## src/rtl/dcsp_regs.svh

```systemverilog
// register offsets, field positions and reset values of the dual channel serial port
// assumes byte addressing with one 32-bit word per register
`ifndef DCSP_REGS_SVH
`define DCSP_REGS_SVH

`define DCSP_OFS_CTRL     8'h00
`define DCSP_OFS_DIV      8'h04
`define DCSP_OFS_DATA_A   8'h08
`define DCSP_OFS_DATA_B   8'h0C

`define DCSP_B_EN_A       0
`define DCSP_B_WORD_LENGTH_FIELD_LO    4
`define DCSP_B_WORD_LENGTH_FIELD_HI    8
`define DCSP_B_HALFWORD_MERGE_ENABLE       9
`define DCSP_B_SERIAL_CLOCK_INTERNAL       10
`define DCSP_B_OPERATING_FORMAT_SELECT     11
`define DCSP_B_SAMPLE_EDGE_SELECT       12
`define DCSP_B_FSR        13
`define DCSP_B_IFS        14
`define DCSP_B_SYNC_BUFFER_INDEPENDENT       15
`define DCSP_B_LFS        16
`define DCSP_B_SYNC_LATE_SELECT       17
`define DCSP_B_DMA_A      18
`define DCSP_B_CHN_A      19
`define DCSP_B_DMA_B      20
`define DCSP_B_CHN_B      21
`define DCSP_B_BOTH       22
`define DCSP_B_BHD        23
`define DCSP_B_EN_B       24
`define DCSP_B_TRAN       25
`define DCSP_CTRL_W       26

`define DCSP_CTRL_RST     26'h0
`define DCSP_DIV_RST      32'h0020_0001
`define DCSP_CDIV_LO      0
`define DCSP_CDIV_HI      15
`define DCSP_FPER_LO      16
`define DCSP_FPER_HI      31

`define DCSP_FILL_EMPTY   2'h0
`define DCSP_FILL_PART    2'h2
`define DCSP_FILL_FULL    2'h3
`define DCSP_CNT_FULL     2'h2

`define DCSP_LEN_MAX      6'h20
`define DCSP_LEN_MIN_STD  6'h03
`define DCSP_LEN_MIN_I2S  6'h08

`endif

```

## src/rtl/dcsp_pkg.sv

```systemverilog
// types of the dual channel serial port: pin bundles and the module state
// assumes dcsp_regs.svh for all numeric constants
package dcsp_pkg;

   typedef struct packed {
      logic       sclk;
      logic       fs;
      logic [1:0] dat;
   } dcsp_pin_in_s;

   typedef struct packed {
      logic       sclk;
      logic       sclk_oe;
      logic       fs;
      logic       fs_oe;
      logic [1:0] dat;
      logic [1:0] dat_oe;
   } dcsp_pin_out_s;

   typedef enum logic {ENG_IDLE, ENG_SHIFT} dcsp_eng_e;

   typedef struct packed {
      logic [25:0]           ctrl;
      logic [31:0]           div;
      logic [31:0]           rdata;
      logic                  stall;
      logic                  stall_rd;
      logic                  stall_ch;
      logic [1:0][1:0][31:0] mem;
      logic [1:0][1:0]       cnt;
      logic [1:0]            rptr;
      logic [1:0]            wptr;
      logic [1:0]            err;
      logic [1:0][15:0]      hold;
      logic                  half;
      logic [1:0][31:0]      shreg;
      logic [3:0]            sy1;
      logic [3:0]            sy2;
      logic                  sclk_int;
      logic                  clk_prev;
      logic [15:0]           dcnt;
      logic [15:0]           fcnt;
      dcsp_eng_e             eng;
      logic                  armed;
      logic [5:0]            bitcnt;
      logic                  fs_prev;
      logic                  started;
      logic                  fs_drv;
      logic                  pend;
      logic                  pend_ch;
      logic [31:0]           pend_data;
      dcsp_pin_out_s         pins;
      logic [1:0]            dma_req;
      logic [1:0]            chain;
   } dcsp_state_s;

endpackage

```

## src/rtl/dcsp_ctrl.sv

```systemverilog
// control, buffers and serial engine of a two-channel synchronous serial port
// assumes one system clock; link pins are asynchronous and pass two flip-flops
`timescale 1ns/10ps
`include "dcsp_regs.svh"

module dcsp_ctrl #(
   parameter int AW = 8
) (
   input  wire logic                   sys_clk,
   input  wire logic                   reset_n,
   input  wire logic [AW-1:0]          addr,
   input  wire logic [31:0]            wdata,
   input  wire logic                   wr_en,
   input  wire logic                   rd_en,
   output logic [31:0]                 rdata,
   output logic                        core_stall,
   input  wire dcsp_pkg::dcsp_pin_in_s pins_in,
   output dcsp_pkg::dcsp_pin_out_s     pins_out,
   output logic [1:0]                  dma_req,
   output logic [1:0]                  chain_en
);
   import dcsp_pkg::*;

   dcsp_state_s s;
   dcsp_state_s n;

   function automatic logic [5:0] eff_len(logic [4:0] f, logic i2s_m);
      logic [5:0] l;
      l = (f == 5'h00) ? `DCSP_LEN_MAX : {1'b0, f};
      if (i2s_m && l < `DCSP_LEN_MIN_I2S) begin
         l = `DCSP_LEN_MIN_I2S;
      end else if (l < `DCSP_LEN_MIN_STD) begin
         l = `DCSP_LEN_MIN_STD;
      end
      return l;
   endfunction

   function automatic logic [1:0] fill_code(logic [1:0] c);
      if (c == 2'h0) begin
         return `DCSP_FILL_EMPTY;
      end else if (c == `DCSP_CNT_FULL) begin
         return `DCSP_FILL_FULL;
      end
      return `DCSP_FILL_PART;
   endfunction

   // msb-first bit of the word, or of its current half when packing
   function automatic logic tx_bit(logic [31:0] w, logic pk, logic hf,
                                   logic [5:0] len, logic [5:0] idx);
      logic [31:0] src;
      logic [5:0]  k;
      src = pk ? {16'h0000, (hf ? w[31:16] : w[15:0])} : w;
      k   = len - 6'h01 - idx;
      return src[k[4:0]];
   endfunction

   logic       i2s;
   logic       lj;
   logic       tx;
   logic       int_clk;
   logic       int_fs;
   logic       lfs;
   logic       late;
   logic       sync_required;
   logic       halfword_merge_enable;
   logic       stall_disable;
   logic [1:0] en;
   logic [5:0] len;
   logic       lvl;
   logic       samp;
   logic       drv;
   logic       fs_act;
   logic [1:0] ok_c;
   logic       gate;

   assign i2s     = s.ctrl[`DCSP_B_OPERATING_FORMAT_SELECT];
   assign lj      = s.ctrl[`DCSP_B_SYNC_LATE_SELECT];
   assign tx      = s.ctrl[`DCSP_B_TRAN];
   assign int_clk = s.ctrl[`DCSP_B_SERIAL_CLOCK_INTERNAL];
   assign int_fs  = i2s ? s.ctrl[`DCSP_B_SERIAL_CLOCK_INTERNAL] : s.ctrl[`DCSP_B_IFS];
   assign lfs     = ~i2s & s.ctrl[`DCSP_B_LFS];
   assign late    = i2s ? lj : s.ctrl[`DCSP_B_SYNC_LATE_SELECT];
   assign sync_required     = i2s | s.ctrl[`DCSP_B_FSR];
   assign halfword_merge_enable    = s.ctrl[`DCSP_B_HALFWORD_MERGE_ENABLE];
   assign stall_disable     = s.ctrl[`DCSP_B_BHD];
   assign en      = {s.ctrl[`DCSP_B_EN_B], s.ctrl[`DCSP_B_EN_A]};
   assign len     = eff_len(s.ctrl[`DCSP_B_WORD_LENGTH_FIELD_HI:`DCSP_B_WORD_LENGTH_FIELD_LO], i2s);

   // clock level and its edges, seen from the system clock
   assign lvl  = int_clk ? s.sclk_int : s.sy2[3];
   assign samp = (i2s | s.ctrl[`DCSP_B_SAMPLE_EDGE_SELECT]) ? (lvl & ~s.clk_prev)
                                              : (~lvl & s.clk_prev);
   assign drv  = (i2s | s.ctrl[`DCSP_B_SAMPLE_EDGE_SELECT]) ? (~lvl & s.clk_prev)
                                              : (lvl & ~s.clk_prev);
   assign fs_act = int_fs ? s.fs_drv : (s.sy2[2] ^ lfs);

   // buffer condition that lets a data-dependent sync go out
   always_comb begin
      for (int c = 0; c < 2; c++) begin
         ok_c[c] = tx ? (s.cnt[c] != 2'h0) : (s.cnt[c] != `DCSP_CNT_FULL);
      end
   end
   assign gate = s.ctrl[`DCSP_B_SYNC_BUFFER_INDEPENDENT]
              | ((&en & s.ctrl[`DCSP_B_BOTH]) ? (&ok_c)
                                               : (|(ok_c & en)));

   always_comb begin
      logic        ch;
      logic        start;
      logic        word_end;
      logic [31:0] word;
      logic [15:0] per;
      ch       = 1'b0;
      start    = 1'b0;
      word_end = 1'b0;
      word     = 32'h0;
      per      = s.div[`DCSP_FPER_HI:`DCSP_FPER_LO];
      n        = s;
      n.rdata  = 32'h0;
      n.sy1    = {pins_in.sclk, pins_in.fs, pins_in.dat};
      n.sy2    = s.sy1;
      n.clk_prev = lvl;

      // internal serial clock from the divider
      if (int_clk) begin
         if (s.dcnt >= s.div[`DCSP_CDIV_HI:`DCSP_CDIV_LO]) begin
            n.dcnt     = 16'h0000;
            n.sclk_int = ~s.sclk_int;
         end else begin
            n.dcnt = s.dcnt + 16'h0001;
         end
      end

      // sampling edge: take data bits and look for the frame sync
      if (samp) begin
         n.fs_prev = fs_act;
         if (s.eng == ENG_SHIFT) begin
            for (int c = 0; c < 2; c++) begin
               n.shreg[c] = {s.shreg[c][30:0], s.sy2[c]};
            end
         end
         if (i2s) begin
            start = (fs_act != s.fs_prev)
                  & (s.started | (fs_act == (lj ? ~s.ctrl[`DCSP_B_LFS]
                                               : s.ctrl[`DCSP_B_LFS])));
         end else begin
            start = fs_act & ~s.fs_prev;
         end
         if (start) begin
            n.started = 1'b1;
            if (late) begin
               n.eng    = ENG_SHIFT;
               n.bitcnt = 6'h00;
               for (int c = 0; c < 2; c++) begin
                  n.shreg[c] = {31'h0, s.sy2[c]};
                  if (en[c] && (tx ? s.cnt[c] == 2'h0 : s.cnt[c] == `DCSP_CNT_FULL)) begin
                     n.err[c] = 1'b1;
                  end
               end
            end else begin
               n.armed = 1'b1;
            end
         end
      end

      // driving edge: close words, start armed words, make syncs
      if (drv) begin
         word_end = (s.eng == ENG_SHIFT) && (s.bitcnt == len - 6'h01);
         if (s.eng == ENG_SHIFT && !word_end) begin
            n.bitcnt = s.bitcnt + 6'h01;
         end
         if (word_end) begin
            for (int c = 0; c < 2; c++) begin
               if (en[c] && tx && (!halfword_merge_enable || s.half) && n.cnt[c] != 2'h0) begin
                  n.rptr[c] = ~n.rptr[c];
                  n.cnt[c]  = n.cnt[c] - 2'h1;
               end
               if (en[c] && !tx) begin
                  if (halfword_merge_enable && !s.half) begin
                     n.hold[c] = s.shreg[c][15:0];
                  end else begin
                     word = halfword_merge_enable ? {s.shreg[c][15:0], s.hold[c]} : s.shreg[c];
                     if (n.cnt[c] == `DCSP_CNT_FULL) begin
                        n.mem[c][~n.wptr[c]] = word;
                     end else begin
                        n.mem[c][n.wptr[c]] = word;
                        n.wptr[c] = ~n.wptr[c];
                        n.cnt[c]  = n.cnt[c] + 2'h1;
                     end
                  end
               end
            end
            if (halfword_merge_enable) begin
               n.half = ~s.half;
            end
            n.eng    = sync_required ? ENG_IDLE : ENG_SHIFT;
            n.bitcnt = 6'h00;
         end
         if (s.armed || (word_end && !sync_required)) begin
            n.armed  = 1'b0;
            n.eng    = ENG_SHIFT;
            n.bitcnt = 6'h00;
            for (int c = 0; c < 2; c++) begin
               n.shreg[c] = 32'h0;
               if (en[c] && (tx ? n.cnt[c] == 2'h0 : n.cnt[c] == `DCSP_CNT_FULL)) begin
                  n.err[c] = 1'b1;
               end
            end
         end
         if (int_fs) begin
            if (i2s) begin
               if (s.fcnt >= {10'h000, len} - 16'h0001) begin
                  n.fcnt   = 16'h0000;
                  n.fs_drv = ~s.fs_drv;
               end else begin
                  n.fcnt = s.fcnt + 16'h0001;
               end
            end else begin
               n.fs_drv = 1'b0;
               if (s.fcnt + 16'h0001 >= per && gate) begin
                  n.fcnt   = 16'h0000;
                  n.fs_drv = 1'b1;
               end else if (s.fcnt + 16'h0001 < per) begin
                  n.fcnt = s.fcnt + 16'h0001;
               end
            end
         end
      end

      // a stalled write completes as soon as its buffer has room
      if (s.pend && n.cnt[s.pend_ch] != `DCSP_CNT_FULL) begin
         n.mem[s.pend_ch][n.wptr[s.pend_ch]] = s.pend_data;
         n.wptr[s.pend_ch] = ~n.wptr[s.pend_ch];
         n.cnt[s.pend_ch]  = n.cnt[s.pend_ch] + 2'h1;
         n.pend  = 1'b0;
         n.stall = 1'b0;
      end
      if (s.stall && s.stall_rd && n.cnt[s.stall_ch] != 2'h0) begin
         n.stall    = 1'b0;
         n.stall_rd = 1'b0;
      end

      // register port
      ch = (addr == AW'(`DCSP_OFS_DATA_B));
      if (wr_en) begin
         if (addr == AW'(`DCSP_OFS_CTRL)) begin
            n.ctrl = wdata[`DCSP_CTRL_W-1:0];
         end else if (addr == AW'(`DCSP_OFS_DIV)) begin
            n.div = wdata;
         end else if ((addr == AW'(`DCSP_OFS_DATA_A) || ch) && tx && en[ch] && !n.pend) begin
            if (n.cnt[ch] == `DCSP_CNT_FULL) begin
               if (!stall_disable) begin
                  n.stall     = 1'b1;
                  n.stall_rd  = 1'b0;
                  n.stall_ch  = ch;
                  n.pend      = 1'b1;
                  n.pend_ch   = ch;
                  n.pend_data = wdata;
               end
            end else begin
               n.mem[ch][n.wptr[ch]] = wdata;
               n.wptr[ch] = ~n.wptr[ch];
               n.cnt[ch]  = n.cnt[ch] + 2'h1;
            end
         end
      end
      if (rd_en) begin
         if (addr == AW'(`DCSP_OFS_CTRL)) begin
            n.rdata = {fill_code(s.cnt[0]), s.err[0],
                       fill_code(s.cnt[1]), s.err[1], s.ctrl};
         end else if (addr == AW'(`DCSP_OFS_DIV)) begin
            n.rdata = s.div;
         end else if ((addr == AW'(`DCSP_OFS_DATA_A) || ch) && !tx && en[ch]) begin
            if (n.cnt[ch] != 2'h0) begin
               n.rdata    = n.mem[ch][n.rptr[ch]];
               n.rptr[ch] = ~n.rptr[ch];
               n.cnt[ch]  = n.cnt[ch] - 2'h1;
            end else if (!stall_disable) begin
               n.stall    = 1'b1;
               n.stall_rd = 1'b1;
               n.stall_ch = ch;
            end
         end
      end

      // a disabled channel is reinitialised
      for (int c = 0; c < 2; c++) begin
         if (!n.ctrl[c == 0 ? `DCSP_B_EN_A : `DCSP_B_EN_B]) begin
            n.cnt[c]  = 2'h0;
            n.rptr[c] = 1'b0;
            n.wptr[c] = 1'b0;
            n.err[c]  = 1'b0;
         end
      end
      if (!(|en)) begin
         n.eng     = ENG_IDLE;
         n.armed   = 1'b0;
         n.bitcnt  = 6'h00;
         n.half    = 1'b0;
         n.fcnt    = 16'h0000;
         n.started = 1'b0;
         n.fs_drv  = 1'b0;
         n.pend    = 1'b0;
         n.stall   = 1'b0;
      end

      // data and sync pin outputs change only on the driving edge
      if (drv) begin
         for (int c = 0; c < 2; c++) begin
            n.pins.dat[c] = tx_bit(n.mem[c][n.rptr[c]], halfword_merge_enable, n.half, len, n.bitcnt);
         end
         n.pins.fs = n.fs_drv ^ lfs;
      end
      n.pins.sclk    = n.sclk_int;
      n.pins.sclk_oe = int_clk & (|en);
      n.pins.fs_oe   = int_fs & (|en);
      n.pins.dat_oe  = tx ? en : 2'h0;
      for (int c = 0; c < 2; c++) begin
         n.dma_req[c] = en[c] & s.ctrl[c == 0 ? `DCSP_B_DMA_A : `DCSP_B_DMA_B]
                      & (tx ? n.cnt[c] != `DCSP_CNT_FULL : n.cnt[c] != 2'h0);
         n.chain[c]   = en[c] & s.ctrl[c == 0 ? `DCSP_B_CHN_A : `DCSP_B_CHN_B];
      end
   end

   always_ff @(posedge sys_clk) begin
      if (!reset_n) begin
         s      <= '0;
         s.ctrl <= `DCSP_CTRL_RST;
         s.div  <= `DCSP_DIV_RST;
      end else begin
         s <= n;
      end
   end

   assign rdata      = s.rdata;
   assign core_stall = s.stall;
   assign pins_out   = s.pins;
   assign dma_req    = s.dma_req;
   assign chain_en   = s.chain;

endmodule

```

## config.mk

```make
export PLATFORM = sky130hd
export DESIGN_NAME = dcsp_ctrl
export DESIGN_NICKNAME = d
export VERILOG_FILES = /design/src/rtl/dcsp_pkg.sv /design/src/rtl/dcsp_ctrl.sv
export VERILOG_INCLUDE_DIRS = /design/src /design/src/rtl
export SDC_FILE = /design/constraint.sdc
export NUM_CORES = 1
export LEC_CHECK = 0
export BUFFER_PORTS_ARGS = -buffer_cell sky130_fd_sc_hd__buf_2
export CELL_PAD_IN_SITES_DETAIL_PLACEMENT = 2
export CELL_PAD_IN_SITES_GLOBAL_PLACEMENT = 2
export CORE_MARGIN = 4
export CORE_UTILIZATION = 33
export DETAILED_ROUTE_END_ITERATION = 12
export PLACE_DENSITY = 0.78
export RECOVER_POWER = 100
export SYNTH_ARGS = -nofsm -noshare
export SYNTH_HDL_FRONTEND = slang
export SYNTH_SLANG_ARGS = --single-unit
```

## constraint.sdc

```tcl
create_clock -name sys_clk -period 7.9 [get_ports sys_clk]
set_clock_uncertainty 0.1 [all_clocks]
set_input_delay 0.79 -clock sys_clk [delete_from_list [all_inputs] [get_ports sys_clk]]
set_output_delay 0.79 -clock sys_clk [all_outputs]
set_load 0.02 [all_outputs]
```

==> impl_metrics.json <==
{
  "status": "finished, violations left",
  "failed_checks": "max-capacitance violations, max-slew violations",
  "grt_use_total_pct": 33.5,
  "holdPathStages": 2,
  "hold_viol": 0,
  "place_area_mm2": 0.0270,
  "drtIter0Drc": 2074,
  "place.gp.congestion": 0.987,
  "p_leak_nw": 10.4,
  "placed_cells": 4320,
  "overflow": 0,
  "layout_common_cells": "576 x nand2_1, 435 x a21oi_1, 425 x dfxtp_1",
  "drv_slew": 432,
  "critPathLaunchType": "register",
  "clock-sinks": 426,
  "synth_nets": 3495,
  "hp-class": "in -> reg",
  "antenna_found_initial": 7,
  "yosysWarnings": 0,
  "grt_pass1_wl_um": 202000,
  "slew_headroom_pct": -167,
  "max-vdd-ir-drop_v": 0.000146,
  "crit_fanout": 20,
  "cts_root_buf": "clkbuf_16",
  "synth_area_mm2": 0.0250,
  "drtPass1Iterations": 5,
  "ant_nets": 0,
  "n_fill_cell": 8701,
  "instances_no_fill": 4432,
  "synth-edff-count": 0,
  "seq_area_frac_synth_pct": 34.1,
  "fin_nets": 3535,
  "detail_route.wl_per_cell_um": 31.8,
  "drive_gt1_share_pct": 12.1,
  "slowest_stage": "clkbuf_1",
  "synth_compound_area_share_pct": 23.9,
  "synthAdderAreaFrac_pct": 3.63,
  "async_reset_ff_share_pct": 0,
  "clkTransAtPathRegs_ns": 0.06,
  "fin_crit_sh_pct": 97.8,
  "numPortBuffers": 92,
  "cts_made_buffers": 53,
  "endpoint_kind": "register",
  "cts_tree": "built",
  "vias_per_cell": 6.09,
  "finalSetupViolCount": 0,
  "initial_core_util_pct": 33.5,
  "synth_cell_types": 93,
  "dieArea_mm2": 0.0804,
  "netlist_instances": 3375,
  "insertion_delay_ns": 0.63,
  "critPathMaxStageDelay_ns": 1.03,
  "drc_errors": 0,
  "ys_ff_latch": 426,
  "synth_area_per_cell_um2": 7.42,
  "fin_crit_ns": 7.72,
  "clockBufferDepth": 3,
  "maxCapViolCount": 7,
  "synth_xor_area_share_pct": 2.40,
  "muxShareOfSynthArea_pct": 7.04,
  "grt_pass1_vias": 28600,
  "fp.coreArea_mm2": 0.0748,
  "fp.dieW_um": 283,
  "synthFlopType": "dfxtp_1",
  "crit_required_ns": 8.26,
  "num_io_pins": 93,
  "powerDensity_mw_per_mm2": 169,
  "dp_hpwl_um": 103000,
  "cp.arrival_ns": 8.08,
  "rows": 100,
  "areaGrowthSynthToFinish_pct": 15.7,
  "synth_top_family_by_area": "compound AO/OA/AOI/OAI gates",
  "max_freq_ghz": 0.129,
  "criticalPathCategory": "reg -> reg",
  "report.power.total_mw": 4.90,
  "htreeDepth": 2,
  "fp.dieH_um": 283,
  "drt_wl_total_um": 141000,
  "final_cell_area_mm2": 0.0290,
  "reg2reg_depth": 28,
  "worst_pin_slew_ns": 4.00,
  "vias": 27000,
  "final_common_cell": "nand2_1",
  "synth-simple-area-share_pct": 22.3,
  "grt_start_max_net_pins": 110
}
==> metal layers <==
layer | vias up | wire length, µm | share of wire (%) | GRT usage [%]
met5 | - | 31 | 0.022 | 0
li1 | 11800 | - | - | -
met2 | 968 | 64000 | 45 | 54.9
met4 | 4 | 9030 | 6.4 | 18.0
met1 | 13900 | 59200 | 42 | 42.3
met3 | 295 | 8540 | 6.1 | 5.46
==> critical path, delay by kind of cell, from the launching register on <==
family                   cells  cell delay [ns]
AO/OA/AOI/OAI                8             1.96
XOR/XNOR                     1             0.18
adder cells (fa/ha/maj)      3             0.67
buffers and inverters        2             1.25
flip-flops                   1             0.33
multiplexers                 3             0.54
AND/OR/NAND/NOR             11             2.48
==> per-stage QoR <==
stage / setup WS, ns / util (%) / setup TNS [ns] / hold WS [ns]
after global placement: 0.0825 / 36.1 / 0 / 0.335
after CTS: 0.0608 / 38.6 / 0 / 0.253
after floorplan: 0.0136 / - / 0 / 0.312
after detailed placement: -0.351 / 36.1 / -0.485 / 0.338
final: 0.175 / 38.7 / 0 / 0.290
after global routing: -0.144 / 38.7 / -0.292 / 0.279
==> synthesized netlist by cell type, drive strengths merged (4+ instances only) <==
cell type | n | area [µm²]
o21bai | 5 | 37.5
o21a | 19 | 143
xnor2 | 38 | 333
a211oi | 18 | 140
nand2 | 580 | 2180
o21ai | 229 | 1150
nor4b | 4 | 41.3
buf | 81 | 522
o2bb2ai | 9 | 78.8
a22o | 4 | 35.0
a21oi | 440 | 2210
and4 | 5 | 43.8
or3 | 13 | 81.3
and2 | 108 | 678
ha | 71 | 888
o221a | 4 | 45.0
xor2 | 23 | 201
a21boi | 44 | 330
nand3 | 75 | 375
a32oi | 4 | 35.0
a2111oi | 4 | 35.0
a22oi | 9 | 67.6
and3 | 24 | 150
or3b | 4 | 37.5
a221oi | 15 | 155
mux2i | 145 | 1460
a31o | 5 | 43.8
nor4 | 12 | 87.6
dfxtp | 426 | 8530
o2111ai | 4 | 35.0
a21o | 32 | 240
nor3 | 99 | 495
o22ai | 26 | 163
mux2 | 23 | 259
a31oi | 34 | 213
nor3b | 6 | 45.0
o221ai | 8 | 76.3
nor2 | 266 | 1000
inv | 97 | 364
nand4 | 13 | 81.3
nand2b | 15 | 93.8
clkbuf | 206 | 774
o211ai | 68 | 510
nor2b | 9 | 56.3
or2 | 5 | 31.3
==> area by class of cell <==
class,instances,area [µm²],share of cell area (%)
multi-input combinational,2565,15200,52.6
sequential,426,8530,29.4
clock inverter,21,302,1.04
antenna,4,10.0,0.0345
inverter,97,364,1.26
clock buffer,78,1520,5.25
timing repair buffer,272,1800,6.19
tap,969,1210,4.18
==> where the power goes <==
part | internal (mW) | switching (mW) | leakage, nW
Sequential | 2.15 | 0.00215 | 3.43
Clock | 1.53 | 1.07 | 0.875
Combinational | 0.0237 | 0.121 | 6.12
==> state kept, by name, indices dropped and copies added, names as in the netlist <==
signal / flops
i2s: 1
late: 1
chain_en: 2
halfword_merge_enable: 1
core_stall: 1
s: 371
int_clk: 1
n: 4
pins_out: 8
rdata: 32
en: 2
dma_req: 2
==> path summary, 6_finish.rpt <==
check	start	endpoint	slack, ns
worst max-delay path	i2s	rdata[0]	0.18
worst min-delay path	pins_in[3]	n[94]	0.29
worst max register to register	i2s	rdata[0]	0.18
worst min register to register	n[92]	s[92]	0.34
==> what timing repair did <==
action,in CTS,in global routing
resized for setup,14,30
buffers inserted,5,4
setup endpoints to repair,2,2
hold buffers,0,0
pin swaps,7,16
==> logic make-up after synthesis <==
| logic type | after synthesis |
|---|---|
| buffers and inverters | 384 |
| flip-flops | 426 |
| other | 1 |
| XOR/XNOR | 64 |
| AO/OA/AOI/OAI | 1007 |
| adder cells (fa/ha/maj) | 72 |
| multiplexers | 170 |
| AND/OR/NAND/NOR | 1251 |
No activity file was read; power rests on OpenSTA's default activity.
